### src/hdl/adc_port_defines.svh
// offsets, field positions, reset values and timing counts of the converter port
`ifndef ADC_PORT_DEFINES_SVH
`define ADC_PORT_DEFINES_SVH
// ----------------------------------------
// link widths and fields
// ----------------------------------------
`define DATA_W 12
`define HBE_BIT 8
`define PM_LO_BIT 0
`define PM_HI_BIT 1
`define CTRL_RST 12'h000
`define SHADOW_RST 8'h00
`define CONV_FALL_EDGES 4'he
// ----------------------------------------
// timing
// ----------------------------------------
`define CLK_NS 8
`define PWRUP_LONG_MS 10
`define PWRUP_EXT_NS 600
`define ACQ_NS 125
`define PWRUP_EXT_CYC ((`PWRUP_EXT_NS + `CLK_NS - 1) / `CLK_NS)
`define ACQ_CYC ((`ACQ_NS + `CLK_NS - 1) / `CLK_NS)
`define PWRUP_LONG_CYC (`PWRUP_LONG_MS * 1000000 / `CLK_NS)
`define WR_LOW_CYC 3'h3
`define CCLK_HALF_CYC 3'h4
`define TIMER_W 21
// ----------------------------------------
// controller register map (byte addresses)
// ----------------------------------------
`define REG_CTRL 5'h00
`define REG_SHADOW 5'h04
`define REG_CFG 5'h08
`define REG_CONV 5'h0c
`define REG_STATUS 5'h10
`define CFG_WORD_BIT 0
`define CFG_EXTREF_BIT 1
`endif

### src/hdl/adc_port_pkg.sv
// types shared by both ends of the converter port
package adc_port_pkg;
   typedef enum logic [1:0] {PM_NORMAL, PM_AUTO_SHUTDOWN, PM_AUTO_STANDBY, PM_FULL_SHUTDOWN} pm_t;
   typedef enum logic [2:0] {D_INIT_HOLD, D_TRACK, D_CONVERT, D_AUTO_SD, D_AUTO_SB, D_FULL_SD} dev_state_t;
   typedef enum logic [2:0] {H_IDLE, H_STROBE, H_RELEASE, H_SETTLE, H_CONVERT} host_state_t;
endpackage

### src/hdl/adc_port_if.sv
// parallel write port and conversion control lines between controller and converter
`timescale 1ns/100ps
`include "adc_port_defines.svh"
interface adc_port_if;
   logic cs_n;
   logic wr_n;
   logic word_mode;
   logic shadow_sel;
   logic [`DATA_W-1:0] data_bus;
   logic conversion_start_n;
   logic conversion_clock_in;
   logic busy;
   modport dev (input cs_n, wr_n, word_mode, shadow_sel, data_bus, conversion_start_n,
      conversion_clock_in, output busy);
   modport host (output cs_n, wr_n, word_mode, shadow_sel, data_bus, conversion_start_n,
      conversion_clock_in, input busy);
endinterface

### src/hdl/edge_detect.sv
// rise and fall detection for a group of synchronous inputs
`timescale 1ns/100ps
module edge_detect #(
   parameter int W = 3
) (
   // clock and reset
   input wire logic core_clk_i,
   input wire logic sys_rst_i,
   // levels in, edges out
   input wire logic [W-1:0] level_i,
   output logic [W-1:0] rise_o,
   output logic [W-1:0] fall_o
);
   typedef struct packed {
      logic [W-1:0] prev;
   } ed_state_t;
   ed_state_t st_ff;
   ed_state_t nxt_st;
   always_comb begin
      nxt_st.prev = level_i;
   end
   always_ff @(posedge core_clk_i) begin
      if (sys_rst_i) begin
         st_ff <= '0;
      end else begin
         st_ff <= nxt_st;
      end
   end
   genvar i;
   generate
      for (i = 0; i < W; i++) begin : g_bit
         assign rise_o[i] = level_i[i] & ~st_ff.prev[i];
         assign fall_o[i] = ~level_i[i] & st_ff.prev[i];
      end
   endgenerate
endmodule

### src/hdl/adc_device_end.sv
// converter end: write port, control and shadow registers, power modes, busy
`timescale 1ns/100ps
`include "adc_port_defines.svh"
// Function
// - word mode: whole twelve bits in one write
// - byte mode: line 8 marks high or low byte
// - host writes low byte first, then high
// - high byte: lines 0-3 carry bits 11:8
// - shadow register loaded by one write
// - host drives top high-byte bits zero
// - data latched on write strobe rising edge
// - write only while select and strobe low
// - reset gives normal mode, always powered
// - after reset hold; first start rise tracks
// - auto shutdown: all off, hold after conversion
// - auto shutdown wakes on start rising edge
// - host waits 10 ms after shutdown wake
// - host idles start low in auto shutdown
// - auto standby: only reference stays powered
// - full shutdown entered at write strobe rise
// - control contents kept through power-down
// - normal written in shutdown wakes; 10 ms
// - start fall converts; busy high until end
module adc_device_end (
   // clock and reset
   input wire logic core_clk_i,
   input wire logic sys_rst_i,
   // link to the controller
   adc_port_if.dev port,
   // register contents
   output logic [`DATA_W-1:0] control_word_o,
   output logic [7:0] shadow_o,
   output logic power_mode_upper_bit_o,
   output logic power_mode_lower_bit_o,
   // power and track-and-hold status
   output logic powered_o,
   output logic reference_on_o,
   output logic tracking_o,
   output logic sample_o
);
   // ----------------------------------------
   // state
   // ----------------------------------------
   typedef struct packed {
      adc_port_pkg::dev_state_t state;
      logic [`DATA_W-1:0] ctrl;
      logic [7:0] low_hold;
      logic [7:0] shadow;
      logic [3:0] edge_cnt;
      logic busy;
      logic powered;
      logic ref_on;
      logic tracking;
      logic sample;
   } dev_t;

   dev_t st_ff;
   dev_t nxt_st;

   logic strobe_n;
   logic [2:0] lvl;
   logic [2:0] rise;
   logic [2:0] fall;
   logic wr_done;
   logic start_rise;
   logic start_fall;
   logic cclk_fall;
   logic high_byte_enable;
   logic ctrl_written;
   adc_port_pkg::pm_t pm_new;
   adc_port_pkg::pm_t pm_cur;

   // ----------------------------------------
   // pin edges
   // ----------------------------------------
   // select and strobe are merged first so a tied pair still gives one edge
   assign strobe_n = port.cs_n | port.wr_n;
   // strobe enters inverted: the detector resets to 0 and the strobe idles high, so no false write after reset
   assign lvl = {port.conversion_clock_in, port.conversion_start_n, ~strobe_n};

   edge_detect #(
      .W(3)
   ) u_edges (
      .core_clk_i(core_clk_i),
      .sys_rst_i(sys_rst_i),
      .level_i(lvl),
      .rise_o(rise),
      .fall_o(fall)
   );

   assign wr_done = fall[0];
   assign start_rise = rise[1];
   assign start_fall = fall[1];
   assign cclk_fall = fall[2];
   assign high_byte_enable = port.data_bus[`HBE_BIT];

   // ----------------------------------------
   // next state
   // ----------------------------------------
   always_comb begin
      nxt_st = st_ff;
      ctrl_written = 1'b0;
      nxt_st.sample = 1'b0;
      // registers change only on a write, never on a power transition
      if (wr_done) begin
         if (port.shadow_sel) begin
            nxt_st.shadow = port.data_bus[7:0];
         end else if (port.word_mode) begin
            nxt_st.ctrl = port.data_bus;
            ctrl_written = 1'b1;
         end else if (!high_byte_enable) begin
            nxt_st.low_hold = port.data_bus[7:0];
         end else begin
            nxt_st.ctrl = {port.data_bus[3:0], st_ff.low_hold};
            ctrl_written = 1'b1;
         end
      end
      pm_cur = adc_port_pkg::pm_t'({st_ff.ctrl[`PM_HI_BIT], st_ff.ctrl[`PM_LO_BIT]});
      pm_new = adc_port_pkg::pm_t'({nxt_st.ctrl[`PM_HI_BIT], nxt_st.ctrl[`PM_LO_BIT]});

      case (st_ff.state)
         adc_port_pkg::D_INIT_HOLD: begin
            if (start_rise) begin
               nxt_st.state = adc_port_pkg::D_TRACK;
            end
         end
         adc_port_pkg::D_TRACK: begin
            if (start_fall) begin
               nxt_st.state = adc_port_pkg::D_CONVERT;
               nxt_st.edge_cnt = 4'h0;
               nxt_st.sample = 1'b1;
            end
         end
         adc_port_pkg::D_CONVERT: begin
            if (cclk_fall) begin
               nxt_st.edge_cnt = st_ff.edge_cnt + 4'h1;
               if (st_ff.edge_cnt == `CONV_FALL_EDGES - 4'h1) begin
                  case (pm_cur)
                     adc_port_pkg::PM_NORMAL: nxt_st.state = adc_port_pkg::D_TRACK;
                     adc_port_pkg::PM_AUTO_SHUTDOWN: nxt_st.state = adc_port_pkg::D_AUTO_SD;
                     adc_port_pkg::PM_AUTO_STANDBY: nxt_st.state = adc_port_pkg::D_AUTO_SB;
                     default: nxt_st.state = adc_port_pkg::D_FULL_SD;
                  endcase
               end
            end
         end
         adc_port_pkg::D_AUTO_SD: begin
            if (start_rise) begin
               nxt_st.state = adc_port_pkg::D_TRACK;
            end
         end
         adc_port_pkg::D_AUTO_SB: begin
            if (start_rise) begin
               nxt_st.state = adc_port_pkg::D_TRACK;
            end
         end
         adc_port_pkg::D_FULL_SD: begin
            // left only by a write that changes the mode bits, handled below
            nxt_st.state = adc_port_pkg::D_FULL_SD;
         end
         default: begin
            nxt_st.state = adc_port_pkg::D_INIT_HOLD;
         end
      endcase

      // a completed control write takes priority over the conversion sequence
      if (ctrl_written) begin
         if (pm_new == adc_port_pkg::PM_FULL_SHUTDOWN) begin
            nxt_st.state = adc_port_pkg::D_FULL_SD;
         end else if (st_ff.state == adc_port_pkg::D_FULL_SD) begin
            nxt_st.state = adc_port_pkg::D_TRACK;
         end
      end

      nxt_st.busy = (nxt_st.state == adc_port_pkg::D_CONVERT);
      nxt_st.tracking = (nxt_st.state == adc_port_pkg::D_TRACK);
      nxt_st.powered = (nxt_st.state != adc_port_pkg::D_AUTO_SD) &&
         (nxt_st.state != adc_port_pkg::D_AUTO_SB) &&
         (nxt_st.state != adc_port_pkg::D_FULL_SD);
      nxt_st.ref_on = (nxt_st.state != adc_port_pkg::D_AUTO_SD) &&
         (nxt_st.state != adc_port_pkg::D_FULL_SD);
   end

   // ----------------------------------------
   // registers
   // ----------------------------------------
   always_ff @(posedge core_clk_i) begin
      if (sys_rst_i) begin
         st_ff.state <= adc_port_pkg::D_INIT_HOLD;
         st_ff.ctrl <= `CTRL_RST;
         st_ff.low_hold <= 8'h00;
         st_ff.shadow <= `SHADOW_RST;
         st_ff.edge_cnt <= 4'h0;
         st_ff.busy <= 1'b0;
         st_ff.powered <= 1'b1;
         st_ff.ref_on <= 1'b1;
         st_ff.tracking <= 1'b0;
         st_ff.sample <= 1'b0;
      end else begin
         st_ff <= nxt_st;
      end
   end

   // ----------------------------------------
   // outputs
   // ----------------------------------------
   assign port.busy = st_ff.busy;
   assign control_word_o = st_ff.ctrl;
   assign shadow_o = st_ff.shadow;
   assign power_mode_upper_bit_o = st_ff.ctrl[`PM_HI_BIT];
   assign power_mode_lower_bit_o = st_ff.ctrl[`PM_LO_BIT];
   assign powered_o = st_ff.powered;
   assign reference_on_o = st_ff.ref_on;
   assign tracking_o = st_ff.tracking;
   assign sample_o = st_ff.sample;
endmodule

### src/flat_wrapper.sv
// flat-port wrapper written by rule: the top's interface ports become plain ports
module adc_device_end_flat 
  (core_clk_i, sys_rst_i, control_word_o, shadow_o, power_mode_upper_bit_o, power_mode_lower_bit_o, powered_o, reference_on_o, tracking_o, sample_o, port_cs_n, port_wr_n, port_word_mode, port_shadow_sel, port_data_bus, port_conversion_start_n, port_conversion_clock_in, port_busy);
  adc_port_if port_i ();
  input wire logic core_clk_i;
  input wire logic sys_rst_i;
  output logic [`DATA_W-1:0] control_word_o;
  output logic [7:0] shadow_o;
  output logic power_mode_upper_bit_o;
  output logic power_mode_lower_bit_o;
  output logic powered_o;
  output logic reference_on_o;
  output logic tracking_o;
  output logic sample_o;
  input wire logic [$bits(port_i.cs_n)-1:0] port_cs_n;
  input wire logic [$bits(port_i.wr_n)-1:0] port_wr_n;
  input wire logic [$bits(port_i.word_mode)-1:0] port_word_mode;
  input wire logic [$bits(port_i.shadow_sel)-1:0] port_shadow_sel;
  input wire logic [$bits(port_i.data_bus)-1:0] port_data_bus;
  input wire logic [$bits(port_i.conversion_start_n)-1:0] port_conversion_start_n;
  input wire logic [$bits(port_i.conversion_clock_in)-1:0] port_conversion_clock_in;
  output wire logic [$bits(port_i.busy)-1:0] port_busy;
  assign port_i.cs_n = port_cs_n;
  assign port_i.wr_n = port_wr_n;
  assign port_i.word_mode = port_word_mode;
  assign port_i.shadow_sel = port_shadow_sel;
  assign port_i.data_bus = port_data_bus;
  assign port_i.conversion_start_n = port_conversion_start_n;
  assign port_i.conversion_clock_in = port_conversion_clock_in;
  assign port_busy = port_i.busy;
  adc_device_end u_core (.core_clk_i(core_clk_i), .sys_rst_i(sys_rst_i), .port(port_i), .control_word_o(control_word_o), .shadow_o(shadow_o), .power_mode_upper_bit_o(power_mode_upper_bit_o), .power_mode_lower_bit_o(power_mode_lower_bit_o), .powered_o(powered_o), .reference_on_o(reference_on_o), .tracking_o(tracking_o), .sample_o(sample_o));
endmodule
### config.mk
export PLATFORM = sky130hd
export DESIGN_NAME = adc_device_end_flat
export DESIGN_NICKNAME = d
export VERILOG_FILES = /design/src/hdl/adc_port_pkg.sv /design/src/hdl/adc_port_if.sv /design/src/hdl/edge_detect.sv /design/src/hdl/adc_device_end.sv /design/src/flat_wrapper.sv
export VERILOG_INCLUDE_DIRS = /design/src /design/src/hdl
export SDC_FILE = /design/constraint.sdc
export NUM_CORES = 1
export LEC_CHECK = 0
export BUFFER_PORTS_ARGS = -buffer_cell sky130_fd_sc_hd__clkbuf_2
export CAP_MARGIN = 20
export CELL_PAD_IN_SITES_DETAIL_PLACEMENT = 1
export CELL_PAD_IN_SITES_GLOBAL_PLACEMENT = 1
export CORE_UTILIZATION = 36
export DETAILED_ROUTE_END_ITERATION = 8
export PLACE_DENSITY = 0.84
export SLEW_MARGIN = 20
export SYNTH_ARGS = -nofsm -noshare
export SYNTH_HDL_FRONTEND = slang
export SYNTH_SLANG_ARGS = --single-unit
### constraint.sdc
create_clock -name core_clk_i -period 1.4 [get_ports core_clk_i]
set_input_delay 0.21 -clock core_clk_i [delete_from_list [all_inputs] [get_ports core_clk_i]]
set_output_delay 0.21 -clock core_clk_i [all_outputs]
set_load 0.03 [all_outputs]
Yosys cells after proc, flatten, opt, wreduce, memory -nomap -nowiden
Index checks and enable logic that the tools add are counted.
{"block": "totals", "inputBits": 20, "regBits": 43, "output_inout_bits": 27}
{"block": "op_classes", "muxes": 24, "addsub": 1, "bitwise": 13, "eq_ne": 16, "reduce_logical": 13}
{"operator": "2-to-1 mux 12 bit", "count": 2}
{"operator": "2-to-1 mux 8 bit", "count": 3}
{"operator": "2-to-1 mux 3 bit", "count": 7}
{"operator": "2-to-1 mux 18 bit", "count": 1}
{"operator": "one-hot mux 3 bit (4 select lines)", "count": 1}
{"operator": "2-to-1 mux 10 bit", "count": 1}
{"operator": "== test 3 x 2 -> 1 bit, second input constant", "count": 3}
{"operator": "one-hot mux 3 bit (3 select lines)", "count": 1}
{"operator": "2-to-1 mux 4 bit", "count": 2}
{"operator": "inverter 1 bit", "count": 8}
{"operator": "one-hot mux 4 bit (2 select lines)", "count": 1}
{"operator": "== test 3 x 1 -> 1 bit, second input constant", "count": 2}
{"operator": "== test 3 bit, second input constant", "count": 2}
{"operator": "inequality test 3 bit, second input constant", "count": 2}
{"operator": "AND reduction 3 bit", "count": 2}
{"operator": "2-to-1 mux 1 bit", "count": 5}
{"operator": "adder 4 x 1 -> 4 bit, second input constant", "count": 1}
{"operator": "bitwise AND 1 bit", "count": 4}
{"operator": "== test 2 bit, second input constant", "count": 2}
{"operator": "== test 4 bit, second input constant", "count": 1}
{"operator": "inequality test 2 x 1 -> 1 bit, second input constant", "count": 2}
{"operator": "AND reduction 4 bit", "count": 1}
{"operator": "nonzero test 2 bit", "count": 2}
{"operator": "logical AND 1 bit", "count": 3}
{"operator": "8 further kinds", "count": 8}

Depth between registers and ports, before layout
{"block": "logic_depth", "word_depth": 11, "ltp_mapped": 7, "ltp_nobuf": 6}

Cells and area by module
From an unflattened synthesis, not the netlist that was laid out.
{"block": "unflattened", "hier_cells": 252, "area_unflattened_um2": 2031.9}
{"mod": "adc_device_end", "area_per_inst_um2": 1915.6, "cells_each": 240, "instances": 1, "seq_area_each_um2": 800.8}
{"mod": "edge_detect", "area_per_inst_um2": 116.4, "cells_each": 12, "instances": 1, "seq_area_each_um2": 60.1}

Worst setup path before layout
No wires, ideal clock.
{"block": "synth_path", "path_kind": "register -> register", "start": "register u_core.st_ff, in the netlist u_core.control_word_o[1]", "end": "register u_core.st_ff, in the netlist u_core.tracking_o", "synth_period_minus_slack_ps": 1466, "t_arrival_ps": 1378, "setup_time_ps": 87, "setup_slack_ps": -66, "path_stages_with_launch": 6, "cell_sequence": "dfxtp_1 -> nand2b_1 -> nand3_1 -> a22oi_1 -> nand2b_1 -> nor4b_2"}
{"block": "synth_between", "elab_chain_cells": 9, "word_cells_on_any_way": 16, "cone_classes": "eq/ne: 4; mux: 11; reduce/logical: 1"}
{"item": "start: declaration", "line_no": "adc_device_end.sv:57", "text": "dev_t st_ff;"}
{"item": "start signal: assignment", "line_no": "adc_device_end.sv:200", "text": "st_ff <= nxt_st;"}
{"item": "== test 2 bit, or another cell as far along", "line_no": "adc_device_end.sv:138", "text": "case (pm_cur)"}
{"item": "one-hot mux 3 bit (3 select lines)", "line_no": "adc_device_end.sv:138"}
{"item": "2-to-1 mux 3 bit", "line_no": "adc_device_end.sv:137", "text": "if (st_ff.edge_cnt == `CONV_FALL_EDGES - 4'h1) begin"}
{"item": "2-to-1 mux 3 bit", "line_no": "adc_device_end.sv:135", "text": "if (cclk_fall) begin"}
{"item": "one-hot mux 3 bit (4 select lines)", "line_no": "adc_device_end.sv:121", "text": "case (st_ff.state)"}
{"item": "2-to-1 mux 3 bit", "line_no": "adc_device_end.sv:170", "text": "end else if (st_ff.state == adc_port_pkg::D_FULL_SD) begin"}
{"item": "2-to-1 mux 3 bit", "line_no": "adc_device_end.sv:168", "text": "if (pm_new == adc_port_pkg::PM_FULL_SHUTDOWN) begin"}
{"item": "2-to-1 mux 3 bit *", "line_no": "adc_device_end.sv:167", "text": "if (ctrl_written) begin"}
{"item": "== test 3 x 1 -> 1 bit *", "line_no": "adc_device_end.sv:176", "text": "nxt_st.tracking = (nxt_st.state == adc_port_pkg::D_TRACK);"}
Mark *: on every way between the ends. The rest lies on a longest branch, timed or not. The select of a mux whose other input is x is not followed.
A chain may end at the register's enable or synchronous reset.

Worst setup path after layout
{"block": "layout_path", "start": "register u_core.st_ff[38] (netlist bit)", "end": "register u_core.st_ff[8] (netlist bit)"}
{"block": "layout_between", "elab_chain_cells": 3, "word_cells_on_any_way": 7, "cone_classes": "eq/ne: 4; mux: 1; reduce/logical: 2"}
{"item": "== test 3 x 2 -> 1 bit or == test 3 x 1 -> 1 bit (tied branches)", "line_no": "adc_device_end.sv:121"}
{"item": "inequality test 2 x 1 -> 1 bit (no source line) or nonzero test 2 bit (tied branches)"}
{"item": "AND reduction 3 bit (no source line)"}
Parallel ways exist; a longest one is shown, timed or not.

==> results.toml <==
[status]
run_status = "finished, violations left"
failed_checks = "negative setup slack"

[sta]
fmax_mhz = 671.1
timing.final.hold_violations = 0
whs_ps = 153.1
finalCritPeriodShare = 1.064
finalClockSkew_ps = 4.812
timing.final.ws_setup_ps = -90.14
fin_crit_ps = 1490
slew_viol_final = 0
tightest_slew_ps = 386.1
setup_violations = 6
relSlewSlack = 0.7426
rsz0062_at_grt = "yes"

[hold_path]
hp-start = "port_cs_n"
hold_path_class = "in -> reg"
holdPathStages = 2
holdPathEnd = "u_core.u_edges.st_ff[0]$_SDFF_PP0_"

[floorplanning]
start_util = 0.3849
io_pins = 47
core_area_um2 = 5238
dieArea_um2 = 5902
die_w_um = 76.83
die_height_um = 76.83
rows = 26

[synthesis]
syn_area_um2 = 2016
synth_area_leaders = "dfxtp_1 (43%), mux2i_1 (13%), buf_4 (7.4%)"
yosysSeqAreaShare = 0.4271
synth_commonest_cells = "dfxtp_1 (43), nor2_1 (35), mux2i_1 (27)"
syn-instance-count = 210
yosysUniqueCellTypes = 44
async_flop_share = 0
yosysTopAreaCell = "dfxtp_1"
synth_fp_nets = 232
ys_warn_count = 0
synth_area_per_cell_um2 = 9.598
synth-edff-count = 0
synth_top_area_share = 0.4271
ys.flop_type = "dfxtp_1"
synth-seq-cells = 43
yosysMostFrequentCell = "dfxtp_1"

[setup_path]
required_ps = 1620
reg2reg_to = "u_core.st_ff[8]$_SDFFE_PP0P_"
critical_path_class = "reg -> reg"
r2r-start = "u_core.st_ff[38]$_SDFF_PP0_"
reg2reg_depth = 6
reg2reg_slack_ps = -90
startpoint_type = "register"
end_kind = "register"
cp_max_fo = 6
startpoint = "u_core.st_ff[38]$_SDFF_PP0_"
arrival_ps = 1710

[clock_tree]
cts_root_buf = "clkbuf_8"
clkLatencyLatePin_ps = 290
clkSinkCount = 43
cts_buffer_depth = 2
clkTransAtPathRegs_ps = 80
cts_buffers = 5
cts_tree = "yes"
htree_levels = 2
postCtsHoldBufs = 0

[power]
powerDensity_nw_per_um2 = 1040
clockPowerShare = 0.422
p_sw_frac = 0.2250
p_leak_uw = 0.001119
vdd_ir_drop_max_mv = 0.5437
p_int_uw = 2078
p_comb_frac = 0.105
power_frac_seq = 0.473
switchingPower_uw = 603.1

[grt]
track_usage = 0.1832
grt_pass1_vias = 1758
grt_max_degree = 22
overflow = 0
antenna_found_initial = 0
grt_pass1_wl_um = 8418

[finish]
design_area_um2 = 2579
area_growth_pct = 27.93
final_util = 0.4924
nNetsFinal = 279
diodes = 0
drive_above_1_share = 0.4031
instances_no_fill = 328

[route]
detail_route.wl_per_cell_um = 15.85
vias_per_cell = 5.046
drt-total-wl_um = 5200
drt-initial-drc-count = 52
vias = 1655
dr.pass1.iters = 4
postRouteAntennaNets = 0
drc = 0

[placed_design]
port_buffers = 46
dpl-instance-area_um2 = 2350
place_congestion = 0.8167
dp.cells = 317
hpwl_um = 3622

[run]
max-cap-violations = 0
[logic make-up after synthesis]
family / after synthesis / share of synthesized area
AO/OA/AOI/OAI: 30 / 0.1055
flip-flops: 43 / 0.4271
multiplexers: 28 / 0.1397
buffers and inverters: 35 / 0.1061
AND/OR/NAND/NOR: 69 / 0.1949
XOR/XNOR: 2 / 0.008692
adder cells (fa/ha/maj): 3 / 0.01800
[worst max path at each step]
stage,endpoint,slack [ps],cells past startpoint
final,u_core.st_ff[8]$_SDFFE_PP0P_,-90,6
after global routing,u_core.powered_o$_SDFF_PP1_,-190,6
after CTS,u_core.powered_o$_SDFF_PP1_,-110,5
after detailed placement,u_core.reference_on_o$_SDFF_PP1_,-140,5
after global placement,u_core.reference_on_o$_SDFF_PP1_,-9,5
after floorplan,u_core.tracking_o$_SDFF_PP0_,20,5
[timing repair]
item	CTS	global route
setup endpoints to repair	9	23
pin swaps	10	5
setup buffers	4	0
gates cloned	0	0
gates resized for setup	13	9
[layer usage]
metal | vias up | part of all wire | GRT usage | wire length [um]
li1 | 810 | - | - | -
met1 | 801 | 0.41 | 0.1969 | 2127
met2 | 34 | 0.54 | 0.3384 | 2832
met3 | 10 | 0.024 | 0.03571 | 125
met4 | 0 | 0.022 | 0.09038 | 114
met5 | - | 0 | 0 | 0
[registers in the layout, indices dropped and copies added, names as in the netlist]
signal                 flops
u_core.u_edges.st_ff       3
u_core.powered_o           1
u_core.tracking_o          1
u_core.st_ff              15
u_core.shadow_o            8
u_core.port.busy           1
u_core.sample_o            1
u_core.reference_on_o      1
u_core.control_word_o     12
[cells in the final DEF, fill, tap and decap left out, types with 4 or more instances in the layout]
master,instances
a211oi_1,9
a21oi_1,4
buf_4,19
clkbuf_2,46
clkbuf_8,5
dfxtp_1,36
dfxtp_2,6
mux2i_1,25
nand2b_1,4
nor2_1,35
nor2b_1,4
nor3_1,5
[layout make-up]
cell class                 instances  area [um2]
clock buffer                       6       72.57
clock inverter                     2       60.06
fill                             610        2659
inverter                           4       15.01
multi-input combinational        132        1005
sequential                        43       872.1
tap                               70       87.58
timing repair buffer              71       466.7
[metrics by stage]
stage	setup WS (ps)	total power (uW)	TNS [ps]
after floorplan	15.60	1457	0
after global placement	-8.776	1548	-13.02
after detailed placement	-135.7	1558	-591.2
after CTS	-110.8	2708	-630.8
after global routing	-193.7	2787	-961.4
final	-90.14	2681	-313.5
[critical path, cell delays in order (launching register included)]
cell       delay (ps)
dfxtp_4           360
buf_4             160
nand4bb_1         240
a21oi_2           220
nand4_1           150
xor2_1            160
nor3_1            110
[power by group through the flow]
stage | combinational [uW] | clock [uW] | sequential (uW)
after global placement | 254 | 0 | 1290
after CTS | 275 | 1160 | 1270
after global routing | 302 | 1210 | 1270
after detailed placement | 263 | 0 | 1300
final | 281 | 1130 | 1270
after floorplan | 156 | 0 | 1300
Note: power is estimated with default switching activity, not from simulation.
